==> config.mk <==
export PLATFORM = sky130hd
export DESIGN_NAME = bsta_slave
export DESIGN_NICKNAME = d
export VERILOG_FILES = /design/src/rtl/bsta_pkg.sv /design/src/rtl/bsta_isolate.sv /design/src/rtl/bsta_slave.sv
export SDC_FILE = /design/constraint.sdc
export NUM_CORES = 1
export LEC_CHECK = 0
export ABC_AREA = 1
export BUFFER_PORTS_ARGS = -buffer_cell sky130_fd_sc_hd__buf_2
export CAP_MARGIN = 40
export CORE_AREA = 10 10 157 159
export CTS_CLUSTER_DIAMETER = 150
export DETAILED_ROUTE_END_ITERATION = 8
export DIE_AREA = 0 0 167 169
export PLACE_DENSITY = 0.69
export REMOVE_ABC_BUFFERS = 1
export SYNTH_ARGS = -nofsm -noshare
export SYNTH_HDL_FRONTEND = slang
export SYNTH_SLANG_ARGS = --single-unit
==> constraint.sdc <==
create_clock -name sys_clk -period 3.5 [get_ports sys_clk]
set_input_delay 0.7 -clock sys_clk [delete_from_list [all_inputs] [get_ports sys_clk]]
set_output_delay 0.7 -clock sys_clk [all_outputs]
set_load 0.05 [all_outputs]
==> src/rtl/bsta_pkg.sv <==
package bsta_pkg;

    localparam logic [11:0] WINDOW_SPAN    = 12'hfff;
    localparam logic [11:0] MODE_SEL_OFS   = 12'h000;
    localparam int          LOC_LOW_BIT    = 2;
    localparam int          LOC_HIGH_BIT   = 10;
    localparam int          LOC_COUNT      = 9;
    localparam int          LOC_WRITES     = 3;

    // location index = address bit - LOC_LOW_BIT
    localparam int LOC_COPROC_IN   = 8;
    localparam int LOC_INPUT_VEC   = 7;
    localparam int LOC_DATA_IN     = 6;
    localparam int LOC_DATA_OUT    = 5;
    localparam int LOC_COPROC_OUT  = 4;
    localparam int LOC_COPROC_INST = 3;
    localparam int LOC_STATUS1     = 2;
    localparam int LOC_STATUS2     = 1;
    localparam int LOC_ADDR_OUT    = 0;

    localparam logic [31:0] CODE_EXIT     = 32'h0000_0000;
    localparam logic [31:0] CODE_FUNC     = 32'h0000_0001;
    localparam logic [31:0] CODE_TAG      = 32'h0000_0002;
    localparam logic [31:0] CODE_ITRANS   = 32'h0000_0003;
    localparam logic [31:0] CODE_DTRANS   = 32'h0000_0004;
    localparam logic [31:0] CODE_ICACHE   = 32'h0000_0005;
    localparam logic [31:0] CODE_DCACHE   = 32'h0000_0006;

    localparam logic [31:0] RESET_WORD    = 32'h0000_0000;
    localparam logic [8:0]  RESET_PEND    = 9'h000;
    localparam int          STATUS1_WIDTH = 22;

    typedef enum logic [6:0] {
        MODE_EXIT   = 7'b000_0001,
        MODE_FUNC   = 7'b000_0010,
        MODE_TAG    = 7'b000_0100,
        MODE_ITRANS = 7'b000_1000,
        MODE_DTRANS = 7'b001_0000,
        MODE_ICACHE = 7'b010_0000,
        MODE_DCACHE = 7'b100_0000
    } bsta_mode_type;

    typedef struct packed {
        logic       bus_grant;
        logic       wait_in_a;
        logic       error_in_b;
        logic       last_in_c;
        logic       bus_reset_n;
        logic       fast_clock;
        logic [5:0] zero_pad;
        logic       high_vector_select;
        logic       fast_irq_n;
        logic       irq_n;
        logic       input_sync_select;
        logic [1:0] coproc_handshake_decode;
        logic [1:0] coproc_handshake_execute;
        logic       tracking_enable;
        logic       instr_breakpoint;
        logic       data_watchpoint;
        logic       external_debug_request;
        logic       external_watch0;
        logic       external_watch1;
        logic       tck;
        logic       tdi;
        logic       tms;
        logic       trst_n;
        logic       scan_return_data;
        logic       debug_enable;
    } bsta_core_in_type;

    typedef struct packed {
        logic       write_out;
        logic [1:0] size;
        logic [1:0] prot;
        logic [1:0] burst;
        logic       bus_request;
        logic       lock;
        logic       transfer_type;
        logic       addr_drive_en;
        logic       data_drive_en;
        logic       fast_clock_out;
        logic       coproc_clock;
        logic [4:0] coproc_handshake_out;
        logic       coproc_translate_n;
        logic       endianness_out;
        logic       instr_executed;
    } bsta_status1_type;

    typedef struct packed {
        logic       scan_drive_out;
        logic       debug_ack;
        logic       emu_clock;
        logic [3:0] instr_reg;
        logic       range_out0;
        logic       range_out1;
        logic [4:0] scan_reg_select;
        logic [3:0] tap_state;
        logic       tdo;
        logic       tdo_enable_n;
        logic       scan_data_in;
        logic       shift_clock1;
        logic       shift_clock2;
        logic       icapture_clock;
        logic       ecapture_clock;
        logic       pclock;
        logic       tck1;
        logic       tck2;
        logic       reset_clock;
        logic       comm_rx;
        logic       comm_tx;
        logic       debug_request_int;
    } bsta_status2_type;

    typedef struct packed {
        logic [31:0]      data_out;
        logic [31:0]      coproc_output_data;
        logic [31:0]      coproc_instruction;
        bsta_status1_type status1;
        bsta_status2_type status2;
        logic [31:0]      address_output;
    } bsta_core_out_type;

endpackage : bsta_pkg

==> src/rtl/bsta_isolate.sv <==
`timescale 1ns/1ps
module bsta_isolate (
    input  wire logic                      sys_clk,
    input  wire logic                      rst,
    input  wire logic                      isolate,
    input  wire bsta_pkg::bsta_core_in_type pin_inputs,
    input  wire bsta_pkg::bsta_core_in_type test_inputs,
    output bsta_pkg::bsta_core_in_type      core_inputs,
    output logic                           pin_drivers_en
);

    // flopped so the core never sees a glitch while the source swaps
    always_ff @(posedge sys_clk) begin
        if (rst) begin
            core_inputs    <= bsta_pkg::bsta_core_in_type'(bsta_pkg::RESET_WORD);
            pin_drivers_en <= 1'b1;
        end else begin
            core_inputs    <= isolate ? test_inputs : pin_inputs;
            pin_drivers_en <= !isolate;
        end
    end

endmodule : bsta_isolate

==> src/rtl/bsta_slave.sv <==
`timescale 1ns/1ps
// Contract
// - slave answers word-aligned accesses in the window base to base plus 0xfff.
// - mode-select at offset 0x0; a write of a defined code there switches the test mode, other codes leave it.
// - mode codes 0 exit, 1 functional, 2 tag, 3/4 translation, 5/6 cache.
// - functional mode isolates core from pins and disables its output drivers.
// - functional mode exposes nine locations: three writes, six reads.
// - address bits 10 down to 2 each select one functional location.
// - id register and trace outputs are unreachable through any location.
// - input vector bits 31 to 16 drive bus, clock, interrupt, sync inputs.
// - input vector bits 15 to 0 drive handshake, debug and scan inputs.
// - first status bits 21 to 3 return bus and coprocessor outputs.
// - first status bits 2,1,0 return translate, endianness, executed flag.
// - core steps one clock after each write sequence; reads optional.
// - second status returns debug and scan chain state and comms flags.
module bsta_slave (
    input  wire logic                        sys_clk,
    input  wire logic                        rst,
    input  wire logic                        bus_sel,
    input  wire logic                        bus_write,
    input  wire logic [31:0]                 slave_address_in,
    input  wire logic [31:0]                 bus_wdata,
    output logic [31:0]                      bus_rdata,
    output logic                             bus_rvalid,
    input  wire bsta_pkg::bsta_core_in_type  pin_inputs,
    input  wire bsta_pkg::bsta_core_out_type core_outputs,
    output bsta_pkg::bsta_core_in_type       core_inputs,
    output logic                             pin_drivers_en,
    output logic [31:0]                      core_data_in,
    output logic [31:0]                      core_coproc_data_in,
    output logic                             core_step,
    output bsta_pkg::bsta_mode_type          test_mode
);

    logic                       in_window;
    logic                       mode_hit;
    logic                       func_hit;
    logic [8:0]                 addr_sel;
    logic [8:0]                 pend;
    logic [8:0]                 active_set;
    logic [8:0]                 serve_onehot;
    logic [8:0]                 next_pend;
    logic [3:0]                 serve_idx;
    logic                       serve_any;
    logic                       serve_write;
    logic                       wrote_since_step;
    logic [3:0]                 last_write_idx;
    logic                       seq_restart;
    logic                       next_step;
    bsta_pkg::bsta_core_in_type test_vector;
    bsta_pkg::bsta_mode_type    next_mode;
    logic [31:0]                next_rdata;

    // the decoder already qualified the base; only the low 12 bits matter
    assign in_window = bus_sel && (slave_address_in[1:0] == 2'b00);
    assign mode_hit  = in_window && (slave_address_in[11:0] == bsta_pkg::MODE_SEL_OFS);
    assign func_hit  = in_window && (test_mode == bsta_pkg::MODE_FUNC) && !mode_hit;
    assign addr_sel  = slave_address_in[bsta_pkg::LOC_HIGH_BIT:bsta_pkg::LOC_LOW_BIT];

    // several bits at once are worked off one per access, highest first
    assign active_set = (pend == bsta_pkg::RESET_PEND) ? addr_sel : pend;

    always_comb begin
        serve_onehot = 9'h000;
        serve_idx    = 4'h0;
        serve_any    = 1'b0;
        for (int i = 0; i < bsta_pkg::LOC_COUNT; i++) begin
            if (active_set[i]) begin
                serve_onehot = 9'h000;
                serve_onehot[i] = 1'b1;
                serve_idx    = 4'(i);
                serve_any    = 1'b1;
            end
        end
    end

    // top three locations accept writes, the lower six return reads
    assign serve_write = serve_any && (serve_idx >= 4'(bsta_pkg::LOC_COUNT - bsta_pkg::LOC_WRITES));
    assign next_pend   = active_set & ~serve_onehot;

    always_comb begin
        next_mode = test_mode;
        unique case (bus_wdata)
            bsta_pkg::CODE_EXIT:   next_mode = bsta_pkg::MODE_EXIT;
            bsta_pkg::CODE_FUNC:   next_mode = bsta_pkg::MODE_FUNC;
            bsta_pkg::CODE_TAG:    next_mode = bsta_pkg::MODE_TAG;
            bsta_pkg::CODE_ITRANS: next_mode = bsta_pkg::MODE_ITRANS;
            bsta_pkg::CODE_DTRANS: next_mode = bsta_pkg::MODE_DTRANS;
            bsta_pkg::CODE_ICACHE: next_mode = bsta_pkg::MODE_ICACHE;
            bsta_pkg::CODE_DCACHE: next_mode = bsta_pkg::MODE_DCACHE;
            default:               next_mode = test_mode; // undefined codes leave mode alone
        endcase
    end

    always_ff @(posedge sys_clk) begin
        if (rst) begin
            test_mode <= bsta_pkg::MODE_EXIT;
        end else if (mode_hit && bus_write) begin
            test_mode <= next_mode;
        end
    end

    always_ff @(posedge sys_clk) begin
        if (rst) begin
            pend <= bsta_pkg::RESET_PEND;
        end else if (mode_hit && bus_write) begin
            pend <= bsta_pkg::RESET_PEND;
        end else if (func_hit && serve_any && (bus_write == serve_write)) begin
            pend <= next_pend;
        end
    end

    // a write to a location at or above the last one written opens a new vector
    assign seq_restart = wrote_since_step && (serve_idx >= last_write_idx);
    always_comb begin
        next_step = 1'b0;
        if (func_hit && serve_any && wrote_since_step) begin
            if (!bus_write || (bus_write && serve_write && seq_restart)) begin
                next_step = 1'b1;
            end
        end
        if (mode_hit && wrote_since_step) begin
            next_step = 1'b1; // last vector still gets its clock on leaving
        end
    end

    always_ff @(posedge sys_clk) begin
        if (rst) begin
            wrote_since_step <= 1'b0;
            last_write_idx   <= 4'h0;
        end else if (func_hit && bus_write && serve_write) begin
            wrote_since_step <= 1'b1;
            last_write_idx   <= serve_idx;
        end else if (next_step) begin
            wrote_since_step <= 1'b0;
        end
    end

    always_ff @(posedge sys_clk) begin
        if (rst) begin
            core_step <= 1'b0;
        end else begin
            core_step <= next_step;
        end
    end

    always_ff @(posedge sys_clk) begin
        if (rst) begin
            test_vector         <= bsta_pkg::bsta_core_in_type'(bsta_pkg::RESET_WORD);
            core_data_in        <= bsta_pkg::RESET_WORD;
            core_coproc_data_in <= bsta_pkg::RESET_WORD;
        end else if (func_hit && bus_write && serve_write) begin
            unique case (serve_idx)
                4'(bsta_pkg::LOC_COPROC_IN): core_coproc_data_in <= bus_wdata;
                4'(bsta_pkg::LOC_INPUT_VEC): begin
                    test_vector          <= bsta_pkg::bsta_core_in_type'(bus_wdata);
                    test_vector.zero_pad <= 6'h00;
                end
                default:                     core_data_in        <= bus_wdata;
            endcase
        end
    end

    // only the six output locations have a read path: id and trace stay hidden
    always_comb begin
        next_rdata = bsta_pkg::RESET_WORD;
        if (func_hit && !bus_write && serve_any && !serve_write) begin
            unique case (serve_idx)
                4'(bsta_pkg::LOC_DATA_OUT):    next_rdata = core_outputs.data_out;
                4'(bsta_pkg::LOC_COPROC_OUT):  next_rdata = core_outputs.coproc_output_data;
                4'(bsta_pkg::LOC_COPROC_INST): next_rdata = core_outputs.coproc_instruction;
                4'(bsta_pkg::LOC_STATUS1):     next_rdata = {10'h000, core_outputs.status1};
                4'(bsta_pkg::LOC_STATUS2):     next_rdata = core_outputs.status2;
                default:                       next_rdata = core_outputs.address_output;
            endcase
        end
    end

    always_ff @(posedge sys_clk) begin
        if (rst) begin
            bus_rdata  <= bsta_pkg::RESET_WORD;
            bus_rvalid <= 1'b0;
        end else begin
            bus_rdata  <= next_rdata;
            bus_rvalid <= in_window && !bus_write; // unmapped reads answer zero
        end
    end

    bsta_isolate u_isolate (
        .sys_clk        (sys_clk),
        .rst            (rst),
        .isolate        (test_mode == bsta_pkg::MODE_FUNC),
        .pin_inputs     (pin_inputs),
        .test_inputs    (test_vector),
        .core_inputs    (core_inputs),
        .pin_drivers_en (pin_drivers_en)
    );

endmodule : bsta_slave

# Word-level counts from Yosys, hierarchy flattened
# Cells that the tools add are included.
# W data, S select, Z words.
[classes]
magnitude_cmp = 2
eq_ne = 15
n_mux = 35
bitwise = 4
reduce_logical = 38
[op_table]
columns = ["operator", "n"]
rows = [
  ["$pmux W32 S5", 1],
  ["$eq A32 B3 Y1 const B", 3],
  ["$mux W9", 9],
  ["$eq A32 B2 Y1 const B", 2],
  ["$pmux W7 S7", 1],
  ["$eq A32 B1 Y1 const B", 1],
  ["$logic_not A32 Y1", 1],
  ["$mux W32", 1],
  ["$mux W4", 7],
  ["$logic_and A1 B1 Y1", 19],
  ["$mux W1", 16],
  ["$eq A4 B3 Y1 const B", 3],
  ["$logic_not A12 Y1", 1],
  ["$and A9 B9 Y9", 1],
  ["$logic_not A9 Y1", 1],
  ["$not A9 Y9", 1],
  ["$eq A4 B2 Y1 const B", 2],
  ["$reduce_and A2 Y1", 4],
  ["$reduce_or A2 Y1", 4],
  ["$eq A7 B2 Y1 const B", 1],
  ["$reduce_bool A7 Y1", 1],
  ["$eq A4 B1 Y1 const B", 1],
  ["$eq A4 B4 Y1 const B", 1],
  ["$ge A4 B3 Y1 const B", 1],
  ["other kinds (7)", 11],
]
[totals]
register_bits = 178
inputBits = 282
output_inout_bits = 138
wordCells = 153

# Depth between registers and ports, before layout
# Gate-level depths: netlist (run 1).
[depth]
ltp_word = 20
mapped_depth = 23
mapped_depth_nobuf = 22

# Cells and area by module
# Synthesis (run 1) repeated with hierarchy kept, for this count alone.
[unflattened]
hier_cells = 1182
hier_area_um2 = 8324.2
[by_module_without_submodules]
columns = ["mod", "instances", "cells_each", "area_each_um2", "seq_area_each_um2"]
rows = [
  ["bsta_slave", 1, 977, 6975.4, 2882.8],
  ["bsta_isolate", 1, 205, 1348.8, 660.6],
]

# Worst setup path before layout (run 1)
# No wires, ideal clock.
[synth_path]
path_type = "input -> register"
startpoint = "input slave_address_in[10]"
endpoint = "register wrote_since_step"
arrival_time_ps = 2641
required_ps = 3426
path_slack_ps = 784
path_stages = 14
path_buffers = 2
path_cell_list = "nand2_2 -> clkbuf_1 -> clkbuf_1 -> nand2_1 -> ha_1 -> inv_1 -> a21boi_0 -> o21a_1 -> o21a_1 -> o21ai_0 -> nand2_1 -> nand2_1 -> nand2_1 -> o21ai_0"
[synth_via]
elab_chain_cells = 11
[synth_lines]
columns = ["item", "line_no", "text"]
rows = [
  ["start: declaration", "bsta_slave.sv:21", "input wire logic [31:0] slave_address_in,"],
  ["$mux W9", "bsta_slave.sv:61", "assign active_set = (pend == bsta_pkg::RESET_PEND) ? addr_sel : pend;"],
  ["$mux W4", "bsta_slave.sv:68", "if (active_set[i]) begin"],
  ["$ge A4 B3 Y1", "bsta_slave.sv:78", "assign serve_write = serve_any && (serve_idx >= 4'(bsta_pkg::LOC_COUNT - bsta_pkg::LOC_WRITES));"],
  ["$logic_and A1 B1 Y1", "bsta_slave.sv:78", ""],
  ["$logic_and A1 B1 Y1 (2 in a row)", "bsta_slave.sv:118", "if (!bus_write || (bus_write && serve_write && seq_restart)) begin"],
  ["$logic_or A1 B1 Y1", "bsta_slave.sv:118", ""],
  ["$mux W1", "bsta_slave.sv:118", ""],
  ["$mux W1", "bsta_slave.sv:117", "if (func_hit && serve_any && wrote_since_step) begin"],
  ["$mux W1", "bsta_slave.sv:122", "if (mode_hit && wrote_since_step) begin"],
  ["$reduce_bool A2 Y1 (no source line)", "-", ""],
  ["end signal: assignment", "bsta_slave.sv:129", "wrote_since_step <= 1'b0;"],
  ["end signal: assignment", "bsta_slave.sv:132", "wrote_since_step <= 1'b1;"],
  ["end signal: assignment", "bsta_slave.sv:135", "wrote_since_step <= 1'b0;"],
  ["end: declaration", "bsta_slave.sv:46", "logic wrote_since_step;"],
]
# Several ways; a longest one is shown, not always the timed one.
# A chain may end at the register's enable or synchronous reset.

# Final worst setup path (run 1)
[layout_path]
startpoint = "register pend[4]"
endpoint = "register wrote_since_step"
[layout_via]
elab_chain_cells = 19
[layout_lines]
columns = ["item", "line_no", "text"]
rows = [
  ["start: declaration", "bsta_slave.sv:39", "logic [8:0] pend;"],
  ["start signal: assignment", "bsta_slave.sv:105", "pend <= bsta_pkg::RESET_PEND;"],
  ["start signal: assignment", "bsta_slave.sv:107", "pend <= bsta_pkg::RESET_PEND;"],
  ["start signal: assignment", "bsta_slave.sv:109", "pend <= next_pend;"],
  ["$logic_not A9 Y1", "bsta_slave.sv:61", ""],
  ["$mux W9 (*)", "bsta_slave.sv:61", ""],
  ["$mux W1", "bsta_slave.sv:68", ""],
  ["$mux W4 or $mux W1 (tied branches) (7 in a row)", "bsta_slave.sv:68", ""],
  ["$ge A4 B3 Y1 or $mux W1 (tied branches)", "bsta_slave.sv:78, bsta_slave.sv:68", ""],
  ["$logic_and A1 B1 Y1", "bsta_slave.sv:78", ""],
  ["$logic_and A1 B1 Y1 (2 in a row)", "bsta_slave.sv:118", ""],
  ["$logic_or A1 B1 Y1", "bsta_slave.sv:118", ""],
  ["$mux W1", "bsta_slave.sv:118", ""],
  ["$mux W1", "bsta_slave.sv:117", ""],
  ["$mux W1", "bsta_slave.sv:122", ""],
  ["$reduce_bool A2 Y1 (no source line)", "-", ""],
]
# Every way passes the cells marked *; elsewhere a longest branch is shown, timed or not.

==> flow_summary.html, run 1 <==
<table>
<tr><th>Metric</th><th>Value</th></tr>
<tr><th colspan="2">Status</th></tr>
<tr><td>Result of the run</td><td>complete, no violations</td></tr>
<tr><th colspan="2">Critical path</th></tr>
<tr><td>Worst path cell trace</td><td>nor2_1 -&gt; nand2_1 -&gt; nor2_2 -&gt; nand2_1 -&gt; nand2_1 -&gt; inv_1 -&gt; nor2_1 -&gt; o21ai_1 -&gt; nand2_1 -&gt; nand2_1 -&gt; nand2_1 -&gt; nand2_1 -&gt; ha_1 -&gt; inv_1 -&gt; a21boi_0 -&gt; o21a_1 -&gt; o21a_1 -&gt; o21ai_0 -&gt; nand2_1 -&gt; nand2_1 -&gt; nand2_1 -&gt; o21ai_0</td></tr>
<tr><td>Worst Setup Path Type</td><td>flop to flop</td></tr>
<tr><td>Slowest cell delay on critical path</td><td>0.38 ns</td></tr>
<tr><td>Number of buffer and inverter instances along the worst setup path</td><td>2</td></tr>
<tr><td>CP startpoint kind</td><td>flop</td></tr>
<tr><td>Depth of the worst register-to-register path</td><td>22</td></tr>
<tr><td>End of the worst register-to-register path</td><td>wrote_since_step$_SDFFE_PP0P_</td></tr>
<tr><td>FF-to-FF Start</td><td>pend[4]$_SDFFE_PP0P_</td></tr>
<tr><td>CP most frequent cell</td><td>sky130_fd_sc_hd__nand2_1</td></tr>
<tr><td>Cell family contributing the most delay on the critical path</td><td>simple AND/OR/NAND/NOR gates</td></tr>
<tr><td>CP endpoint kind</td><td>flop</td></tr>
<tr><td>Worst path slowest cell</td><td>sky130_fd_sc_hd__nor2_2</td></tr>
<tr><td>Slack of the worst reg-to-reg path</td><td>0.41 ns</td></tr>
<tr><td>Maximum fanout encountered on the critical timing path</td><td>11</td></tr>
<tr><td>Endpoint required time on the critical path</td><td>3.85 ns</td></tr>
<tr><td>Critical path data arrival time</td><td>3.44 ns</td></tr>
<tr><th colspan="2">Die</th></tr>
<tr><td>I/O pin total</td><td>420</td></tr>
<tr><td>Area inside the core boundary</td><td>21,600 µm²</td></tr>
<tr><td>Area of the die</td><td>28,200 µm²</td></tr>
<tr><td>Starting utilization of the core area</td><td>37.7%</td></tr>
<tr><td>Die width</td><td>167 µm</td></tr>
<tr><td>Cell row count</td><td>54</td></tr>
<tr><td>Die height</td><td>169 µm</td></tr>
<tr><th colspan="2">Logic synthesis</th></tr>
<tr><td>Number of enable-type register cells in the synthesized netlist</td><td>0</td></tr>
<tr><td>Share of the synthesized area in compound gates (AO/OA/AOI/OAI)</td><td>16.0%</td></tr>
<tr><td>Dominant register cell in the synthesized netlist</td><td>sky130_fd_sc_hd__dfxtp_1</td></tr>
<tr><td>Mean post-synth cell area</td><td>7.20 µm²</td></tr>
<tr><td>Multiplexer share of the synthesized area</td><td>0%</td></tr>
<tr><td>Cell count after synthesis</td><td>1,128</td></tr>
<tr><td>Parity-gate share of the synthesized area counting xor and xnor cells</td><td>0%</td></tr>
<tr><td>Number of synthesized register bits</td><td>177</td></tr>
<tr><td>Leading cell type by number of instances after synthesis</td><td>sky130_fd_sc_hd__nand2_1</td></tr>
<tr><td>Simple-Gate Fraction of Synth Area</td><td>32.9%</td></tr>
<tr><td>Biggest area consumer among synthesized cells</td><td>sky130_fd_sc_hd__dfxtp_1</td></tr>
<tr><td>Share of synthesized registers carrying an async set or reset</td><td>0%</td></tr>
<tr><td>Synth Area in Adders</td><td>0.770%</td></tr>
<tr><td>Dominant combinational cell family by area after synthesis</td><td>simple AND/OR/NAND/NOR gates</td></tr>
<tr><td>Commonest cells in the synthesized netlist</td><td>312 x sky130_fd_sc_hd__nand2_1, 177 x sky130_fd_sc_hd__dfxtp_1, 139 x sky130_fd_sc_hd__a21oi_1</td></tr>
<tr><td>Summed instance area of the synthesized netlist</td><td>8120 µm²</td></tr>
<tr><td>Post-synthesis sequential area ratio</td><td>43.6%</td></tr>
<tr><td>Largest cells by area after synthesis</td><td>sky130_fd_sc_hd__dfxtp_1 44%, sky130_fd_sc_hd__nand2_1 14%, sky130_fd_sc_hd__a21oi_1 8.6%</td></tr>
<tr><td>Top-area cell type share of the netlist area</td><td>43.6%</td></tr>
<tr><td>Yosys cell types</td><td>35</td></tr>
<tr><td>Yosys warning count</td><td>0</td></tr>
<tr><th colspan="2">Pwr</th></tr>
<tr><td>Leakage power total</td><td>5.16 nW</td></tr>
<tr><td>Power density of the placed cells</td><td>410 nW/µm²</td></tr>
<tr><td>Worst ir drop on vdd</td><td>286 µV</td></tr>
<tr><td>Total power</td><td>0.00446 W</td></tr>
<tr><th colspan="2">Clocking</th></tr>
<tr><td>Total clock sinks</td><td>177</td></tr>
<tr><td>Hold buffer count at cts</td><td>0</td></tr>
<tr><td>Clock Tree Root</td><td>sky130_fd_sc_hd__clkbuf_16</td></tr>
<tr><td>Bufs on Longest Clock Path</td><td>2</td></tr>
<tr><td>Post-cts repair resize count</td><td>0</td></tr>
<tr><td>Number of buffers created by CTS</td><td>17</td></tr>
<tr><td>H-tree levels</td><td>4</td></tr>
<tr><td>Clk pin slew, worst setup/hold paths</td><td>0.08 ns</td></tr>
<tr><td>Buffers inserted by post-CTS timing repair</td><td>0</td></tr>
<tr><td>Worst-Skew Late Latency</td><td>0.43 ns</td></tr>
<tr><td>Clock tree from TritonCTS</td><td>yes</td></tr>
<tr><th colspan="2">Final layout</th></tr>
<tr><td>Area overhead of the layout relative to synthesis</td><td>33.9%</td></tr>
<tr><td>End-of-flow core utilization</td><td>50.5%</td></tr>
<tr><td>Final net count</td><td>1,775</td></tr>
<tr><td>Share of cells above drive strength 1</td><td>32.1%</td></tr>
<tr><th colspan="2">Placement</th></tr>
<tr><td>Worst slack after detailed placement</td><td>0.498 ns</td></tr>
<tr><td>Count of port buffers added during placement</td><td>399</td></tr>
<tr><td>Routability cong.</td><td>0.988</td></tr>
<tr><td>Detailed-placement wirelength estimate</td><td>24,600 µm</td></tr>
<tr><th colspan="2">STA</th></tr>
<tr><td>Max Clock Freq</td><td>324 MHz</td></tr>
<tr><td>Pins over their slew limit</td><td>0</td></tr>
<tr><td>Setup slack after layout</td><td>0.412 ns</td></tr>
<tr><td>Endpoints failing setup</td><td>0</td></tr>
<tr><td>Worst slew margin relative to its limit</td><td>50.1%</td></tr>
<tr><td>Transition at the pin with the smallest max-transition slack</td><td>0.748 ns</td></tr>
<tr><td>Share of the clock period used by the worst path after layout</td><td>88.2%</td></tr>
<tr><td>Setup skew after layout</td><td>0.0138 ns</td></tr>
<tr><td>Hold violation total from the final report</td><td>0</td></tr>
<tr><td>Post-route setup TNS</td><td>0 ns</td></tr>
<tr><td>RSZ-0062 raised after global routing</td><td>no</td></tr>
<tr><td>Fin crit period</td><td>3.09 ns</td></tr>
<tr><th colspan="2">Routing</th></tr>
<tr><td>Starting DRC count in detailed routing</td><td>641</td></tr>
<tr><td>First-pass iteration count of the detailed router</td><td>5</td></tr>
<tr><td>Avg Vias per Cell</td><td>5.11</td></tr>
<tr><td>Average wire length per cell after detail routing</td><td>18.5 µm</td></tr>
<tr><td>Routed Antenna Nets</td><td>0</td></tr>
<tr><td>Post-detailed-routing wire length</td><td>33,000 µm</td></tr>
<tr><td>Via Count</td><td>9,107</td></tr>
<tr><td>DRC viols</td><td>0</td></tr>
<tr><th colspan="2">Global routing</th></tr>
<tr><td>Gr ovfl total</td><td>0</td></tr>
<tr><td>Combined global-route utilization of all metal layers</td><td>22.0%</td></tr>
<tr><td>Wire length of the first global-routing pass</td><td>50,300 µm</td></tr>
<tr><td>Maximum number of pins on one net before global-route repair</td><td>74</td></tr>
<tr><td>Initial antenna violation count</td><td>4</td></tr>
<tr><td>Via count of the first global-routing pass</td><td>8,911</td></tr>
<tr><th colspan="2">Worst hold path</th></tr>
<tr><td>Endpoint of the worst hold-timing path</td><td>core_step$_SDFF_PP0_</td></tr>
<tr><td>Hold Path Class</td><td>flop to flop</td></tr>
<tr><td>Hold Path Origin</td><td>wrote_since_step$_SDFFE_PP0P_</td></tr>
<tr><td>Hold-critical path depth</td><td>2</td></tr>
<tr><th colspan="2">Job</th></tr>
<tr><td>Max Cap Violations</td><td>0</td></tr>
</table>
-- through the flow --
step,cell area (µm²),hold WS (ns),cells
after global placement,10200,0.445,1749
after global routing,10900,0.465,1781
after CTS,10900,0.462,1781
after detailed placement,10200,0.449,1749
final,10900,0.459,1782
after floorplan,7760,0.424,1054
-- report_power, final --
group	leakage [nW]	switching, W	total [W]	internal (W)
clock network	0.303	0.000979	0.00197	0.000989
registers	1.43	0.00000470	0.00204	0.00203
logic	3.42	0.000294	0.000459	0.000165
total	5.16	0.00128	0.00446	0.00319
-- per-layer routing --
metal	share of wire [%]	global-route usage [%]	routed length, µm	vias to the layer above
met2	48	36.5	16000	349
met3	8.3	6.55	2730	33
met1	42	27.4	13800	4204
met5	0.10	0	34	-
li1	-	-	-	4515
met4	1.3	5.12	425	6
-- tightest hold or removal path, cell delays in order, from the launching register on --
cell and delay (ns):
sky130_fd_sc_hd__dfxtp_1 0.30, sky130_fd_sc_hd__nand2_1 0.07, sky130_fd_sc_hd__a21oi_1 0.05
-- cells in the final DEF, fill, tap and decap left out, drive strengths merged, types with 31 or more instances in the layout --
cell | synthesis | layout
a21oi | 141 | 141
a22oi | 31 | 31
buf | 31 | 415
dfxtp | 177 | 177
inv | 48 | 56
nand2 | 318 | 318
nand3 | 76 | 76
nand4 | 62 | 62
nor2 | 118 | 118
o21bai | 32 | 32
-- how the worst max path moves through the flow --
stage	cells past startpoint	slack, ns	to	startpoint
global route	22	0.07	wrote_since_step$_SDFFE_PP0P_	pend[2]$_SDFFE_PP0P_
CTS	22	0.46	wrote_since_step$_SDFFE_PP0P_	pend[4]$_SDFFE_PP0P_
floorplan	10	-0.38	core_coproc_data_in[0]$_SDFFE_PP0P_	test_mode[1]$_SDFFE_PP0P_
finish	22	0.41	wrote_since_step$_SDFFE_PP0P_	pend[4]$_SDFFE_PP0P_
global placement	22	0.56	wrote_since_step$_SDFFE_PP0P_	pend[4]$_SDFFE_PP0P_
detailed placement	10	0.50	test_mode[0]$_SDFFE_PP1P_	bus_wdata[24]
-- sequential cells by signal (all words and copies together), names as in the netlist, 4 cells and up --
register,cells
bus_rdata,32
core_coproc_data_in,32
pend,8
core_data_in,32
u_isolate.core_inputs,32
last_write_idx,4
test_vector,26
test_mode,7
-- layout make-up --
cell class,instances,area [µm²]
clock inverters,15,204
well taps,280,350
multi-input cells,829,4050
fillers,2175,10700
clock buffers,17,425
repair buffers,415,2120
inverters,48,180
diodes,1,2.50
flip-flops and latches,177,3540
-- logic make-up (layout without fill, tap and decap cells) --
logic type	Yosys count	after routing
buffers and inverters	122	495
AOI/OAI and AO/OA	224	224
other	0	1
adders and majority gates	5	5
and+or+nand+nor	600	600
DFF	177	177
No activity file was read; power rests on OpenSTA's default activity.
==> run 2: changes to the inputs <==
--- a/config.mk
+++ b/config.mk
@@ -8,11 +8,14 @@
 export ABC_AREA = 1
 export BUFFER_PORTS_ARGS = -buffer_cell sky130_fd_sc_hd__buf_2
 export CAP_MARGIN = 40
-export CORE_AREA = 10 10 157 159
+export CELL_PAD_IN_SITES_DETAIL_PLACEMENT = 0
+export CELL_PAD_IN_SITES_GLOBAL_PLACEMENT = 1
+export CORE_ASPECT_RATIO = 1.4
+export CORE_MARGIN = 10
+export CORE_UTILIZATION = 31
 export CTS_CLUSTER_DIAMETER = 150
 export DETAILED_ROUTE_END_ITERATION = 8
-export DIE_AREA = 0 0 167 169
-export PLACE_DENSITY = 0.69
+export PLACE_DENSITY_LB_ADDON = 0.1
 export REMOVE_ABC_BUFFERS = 1
 export SYNTH_ARGS = -nofsm -noshare
 export SYNTH_HDL_FRONTEND = slang
==> flow_summary.html, run 2 (synthesized netlist as in run 1, its figures left out) <==
<table>
<tr><th>Metric</th><th>Value</th></tr>
<tr><th colspan="2">Status</th></tr>
<tr><td>Result of the run</td><td>complete, no violations</td></tr>
<tr><th colspan="2">Clocking</th></tr>
<tr><td>Total clock sinks</td><td>177 (unchanged)</td></tr>
<tr><td>Hold buffer count at cts</td><td>0 (unchanged)</td></tr>
<tr><td>Post-cts repair resize count</td><td>0 (unchanged)</td></tr>
<tr><td>H-tree levels</td><td>4 (unchanged)</td></tr>
<tr><td>Buffers inserted by post-CTS timing repair</td><td>0 (unchanged)</td></tr>
<tr><td>Worst-Skew Late Latency</td><td>0.44 ns (about the same)</td></tr>
<tr><td>Clk pin slew, worst setup/hold paths</td><td>0.06 ns (-0.02 ns)</td></tr>
<tr><td>Clock Tree Root</td><td>sky130_fd_sc_hd__clkbuf_16</td></tr>
<tr><td>Bufs on Longest Clock Path</td><td>2 (unchanged)</td></tr>
<tr><td>Number of buffers created by CTS</td><td>17 (unchanged)</td></tr>
<tr><td>Clock tree from TritonCTS</td><td>yes</td></tr>
<tr><th colspan="2">Pwr</th></tr>
<tr><td>Combinational share of power</td><td>10.7% (+0.4 points)</td></tr>
<tr><td>Sequential share of power</td><td>46.4% (+0.8 points)</td></tr>
<tr><td>Switching Fraction</td><td>26.4% (-2.2 points)</td></tr>
<tr><td>Sw power</td><td>0.00116 W (-9.2%)</td></tr>
<tr><td>Portion of total power attributed to the clock network</td><td>42.9% (-1.2 points)</td></tr>
<tr><td>Leakage power total</td><td>5.16 nW (about the same)</td></tr>
<tr><td>Worst ir drop on vdd</td><td>313 µV (+9.5%)</td></tr>
<tr><td>Power density of the placed cells</td><td>401 nW/µm² (-2.2%)</td></tr>
<tr><td>Cell internal pwr</td><td>0.00323 W (+1.3%)</td></tr>
<tr><th colspan="2">Global routing</th></tr>
<tr><td>Via count of the first global-routing pass</td><td>9,254 (+3.8%)</td></tr>
<tr><td>Gr ovfl total</td><td>0 (unchanged)</td></tr>
<tr><td>Combined global-route utilization of all metal layers</td><td>21.2% (-0.78 points)</td></tr>
<tr><td>Initial antenna violation count</td><td>2 (-2)</td></tr>
<tr><td>Wire length of the first global-routing pass</td><td>54,100 µm (+7.6%)</td></tr>
<tr><td>Maximum number of pins on one net before global-route repair</td><td>116 (+57%)</td></tr>
<tr><th colspan="2">Routing</th></tr>
<tr><td>Average wire length per cell after detail routing</td><td>19.7 µm (+6.6%)</td></tr>
<tr><td>Avg Vias per Cell</td><td>4.89 (-4.4%)</td></tr>
<tr><td>Routed Antenna Nets</td><td>0 (unchanged)</td></tr>
<tr><td>Post-detailed-routing wire length</td><td>36,100 µm (+9.5%)</td></tr>
<tr><td>Starting DRC count in detailed routing</td><td>399 (-38%)</td></tr>
<tr><td>Via Count</td><td>8,941 (-1.8%)</td></tr>
<tr><td>First-pass iteration count of the detailed router</td><td>5 (unchanged)</td></tr>
<tr><td>DRC viols</td><td>0 (unchanged)</td></tr>
<tr><th colspan="2">Worst hold path</th></tr>
<tr><td>Hold-critical path depth</td><td>2 (unchanged)</td></tr>
<tr><td>Hold Path Class</td><td>flop to flop</td></tr>
<tr><th colspan="2">STA</th></tr>
<tr><td>Setup slack after layout</td><td>0.635 ns (+0.223 ns)</td></tr>
<tr><td>Max Clock Freq</td><td>349 MHz (+7.8%)</td></tr>
<tr><td>Worst slew margin relative to its limit</td><td>51.2% (+1.1 points)</td></tr>
<tr><td>Setup skew after layout</td><td>0.00897 ns (-0.00488 ns)</td></tr>
<tr><td>Fin crit period</td><td>2.86 ns (-0.223 ns)</td></tr>
<tr><td>Transition at the pin with the smallest max-transition slack</td><td>0.730 ns (-0.0178 ns)</td></tr>
<tr><td>RSZ-0062 raised after global routing</td><td>no</td></tr>
<tr><td>Pins over their slew limit</td><td>0 (unchanged)</td></tr>
<tr><td>Worst hold margin</td><td>0.457 ns (-0.00202 ns)</td></tr>
<tr><td>Endpoints failing setup</td><td>0 (unchanged)</td></tr>
<tr><td>Hold violation total from the final report</td><td>0 (unchanged)</td></tr>
<tr><td>Share of the clock period used by the worst path after layout</td><td>81.9% (-6.4 points)</td></tr>
<tr><th colspan="2">Critical path</th></tr>
<tr><td>Critical Path Stages</td><td>22 (unchanged)</td></tr>
<tr><td>Critical path data arrival time</td><td>3.23 ns (-0.21 ns)</td></tr>
<tr><td>Worst Setup Path Type</td><td>flop to flop</td></tr>
<tr><td>Number of buffer and inverter instances along the worst setup path</td><td>2 (unchanged)</td></tr>
<tr><td>Depth of the worst register-to-register path</td><td>22 (unchanged)</td></tr>
<tr><td>Endpoint required time on the critical path</td><td>3.86 ns (about the same)</td></tr>
<tr><td>Maximum fanout encountered on the critical timing path</td><td>7 (-4)</td></tr>
<tr><td>Slowest cell delay on critical path</td><td>0.32 ns (-0.06 ns)</td></tr>
<tr><td>CP endpoint kind</td><td>flop</td></tr>
<tr><td>Worst path slowest cell</td><td>sky130_fd_sc_hd__dfxtp_1</td></tr>
<tr><td>CP most frequent cell</td><td>sky130_fd_sc_hd__nand2_1</td></tr>
<tr><td>Cell family contributing the most delay on the critical path</td><td>simple AND/OR/NAND/NOR gates</td></tr>
<tr><td>CP startpoint kind</td><td>flop</td></tr>
<tr><td>Worst path cell trace</td><td>nor2_1 -&gt; nand2_1 -&gt; nor2_2 -&gt; nand2_1 -&gt; nand2_1 -&gt; inv_1 -&gt; nor2_1 -&gt; o21ai_1 -&gt; nand2_1 -&gt; nand2_1 -&gt; nand2_1 -&gt; nand2_1 -&gt; ha_1 -&gt; inv_1 -&gt; a21boi_0 -&gt; o21a_1 -&gt; o21a_1 -&gt; o21ai_0 -&gt; nand2_1 -&gt; nand2_1 -&gt; nand2_1 -&gt; o21ai_0</td></tr>
<tr><th colspan="2">Final layout</th></tr>
<tr><td>Cell area after layout</td><td>10,900 µm² (+0.44%)</td></tr>
<tr><td>Area overhead of the layout relative to synthesis</td><td>34.5%</td></tr>
<tr><td>Leading cell type in the layout, fill and taps excluded</td><td>sky130_fd_sc_hd__buf_2</td></tr>
<tr><td>Final net count</td><td>1,779 (+0.23%)</td></tr>
<tr><td>Fill cells</td><td>2,830 (+30%)</td></tr>
<tr><td>Share of cells above drive strength 1</td><td>32.2% (+0.048 points)</td></tr>
<tr><td>Most frequent cells in the layout</td><td>398 x sky130_fd_sc_hd__buf_2, 312 x sky130_fd_sc_hd__nand2_1, 177 x sky130_fd_sc_hd__dfxtp_1</td></tr>
<tr><th colspan="2">Placement</th></tr>
<tr><td>Post-place instance area</td><td>10,400 µm² (+1.1%)</td></tr>
<tr><td>Detailed-placement wirelength estimate</td><td>27,400 µm (+11%)</td></tr>
<tr><td>Worst slack after detailed placement</td><td>0.551 ns (+0.0530 ns)</td></tr>
<tr><td>Count of port buffers added during placement</td><td>399 (unchanged)</td></tr>
<tr><td>Routability cong.</td><td>0.829 (-16%)</td></tr>
<tr><th colspan="2">Die</th></tr>
<tr><td>Cell row count</td><td>70 (+30%)</td></tr>
<tr><td>I/O pin total</td><td>420 (unchanged)</td></tr>
<tr><td>Die width</td><td>157 µm (-6.1%)</td></tr>
<tr><td>Die height</td><td>212 µm (+25%)</td></tr>
<tr><td>Area of the die</td><td>33,200 µm² (+18%)</td></tr>
<tr><td>Starting utilization of the core area</td><td>31.2% (-6.5 points)</td></tr>
<tr><td>Area inside the core boundary</td><td>26,000 µm² (+21%)</td></tr>
<tr><th colspan="2">Job</th></tr>
<tr><td>Max Cap Violations</td><td>0 (unchanged)</td></tr>
</table>
==> run 2: worst reg2reg max path, stage by stage (launching register included) <==
cell and delay (ns):
sky130_fd_sc_hd__dfxtp_1 0.32, sky130_fd_sc_hd__nor2_1 0.14, sky130_fd_sc_hd__nand2_1 0.09, sky130_fd_sc_hd__nor2_2 0.25, sky130_fd_sc_hd__nand2_1 0.09, sky130_fd_sc_hd__nand2_1 0.12
sky130_fd_sc_hd__inv_1 0.10, sky130_fd_sc_hd__nor2_1 0.10, sky130_fd_sc_hd__o21ai_1 0.07, sky130_fd_sc_hd__nand2_1 0.07, sky130_fd_sc_hd__nand2_1 0.05, sky130_fd_sc_hd__nand2_1 0.11
sky130_fd_sc_hd__nand2_1 0.08, sky130_fd_sc_hd__ha_1 0.29, sky130_fd_sc_hd__inv_1 0.05, sky130_fd_sc_hd__a21boi_0 0.07, sky130_fd_sc_hd__o21a_1 0.17, sky130_fd_sc_hd__o21a_1 0.16
sky130_fd_sc_hd__o21ai_0 0.15, sky130_fd_sc_hd__nand2_1 0.07, sky130_fd_sc_hd__nand2_1 0.09, sky130_fd_sc_hd__nand2_1 0.05, sky130_fd_sc_hd__o21ai_0 0.12
==> run 2: through the flow <==
step / std cells / TNS [ns] / utilization (%) / total power, W
after floorplan: 1054 / -14.84 / - / 0.00228
after global routing: 1830 / 0 / 42.0 / 0.00456
final: 1830 / 0 / 42.0 / 0.00439
after detailed placement: 1797 / 0 / 39.8 / 0.00256
after CTS: 1829 / 0 / 42.0 / 0.00443
after global placement: 1797 / 0 / 39.8 / 0.00255
==> run 2: area by class of cell <==
| class | instances | area, µm² | share of cell area (%) |
|---|---|---|---|
| multi-input combinational | 829 | 4060 | 37.1 |
| sequential | 177 | 3540 | 32.4 |
| timing repair buffer | 419 | 2170 | 19.9 |
| clock buffer | 21 | 460 | 4.21 |
| tap | 324 | 405 | 3.71 |
| inverter | 48 | 180 | 1.65 |
| clock inverter | 11 | 101 | 0.928 |
| antenna | 1 | 2.50 | 0.0229 |
==> run 2: power groups by stage <==
| stage | registers (W) | clock network, W | logic (W) |
|---|---|---|---|
| 5_1_grt | 0.00204 | 0.00200 | 0.000515 |
| 3_3_place_gp | 0.00208 | 0 | 0.000472 |
| 3_5_place_dp | 0.00208 | 0 | 0.000474 |
| 2_1_floorplan | 0.00216 | 0 | 0.000121 |
| 4_1_cts | 0.00204 | 0.00192 | 0.000475 |
| 6_report | 0.00204 | 0.00188 | 0.000470 |
==> run 2: worst paths after layout <==
check | to | startpoint | slack, ns
worst min-delay path | core_coproc_data_in[28]$_SDFFE_PP0P_ | core_coproc_data_in[28]$_SDFFE_PP0P_ | 0.46
worst min register to register | core_coproc_data_in[28]$_SDFFE_PP0P_ | core_coproc_data_in[28]$_SDFFE_PP0P_ | 0.46
worst max-delay path | wrote_since_step$_SDFFE_PP0P_ | pend[6]$_SDFFE_PP0P_ | 0.64
worst max register to register | wrote_since_step$_SDFFE_PP0P_ | pend[6]$_SDFFE_PP0P_ | 0.64
==> run 2: per-layer routing <==
layer | wire length (µm) | track usage [%] | part of all wire [%]
met5 | 7 | 0 | 0.019
met4 | 490 | 5.42 | 1.4
met3 | 3120 | 7.49 | 8.6
met2 | 18300 | 37.2 | 51
met1 | 14200 | 23.7 | 39
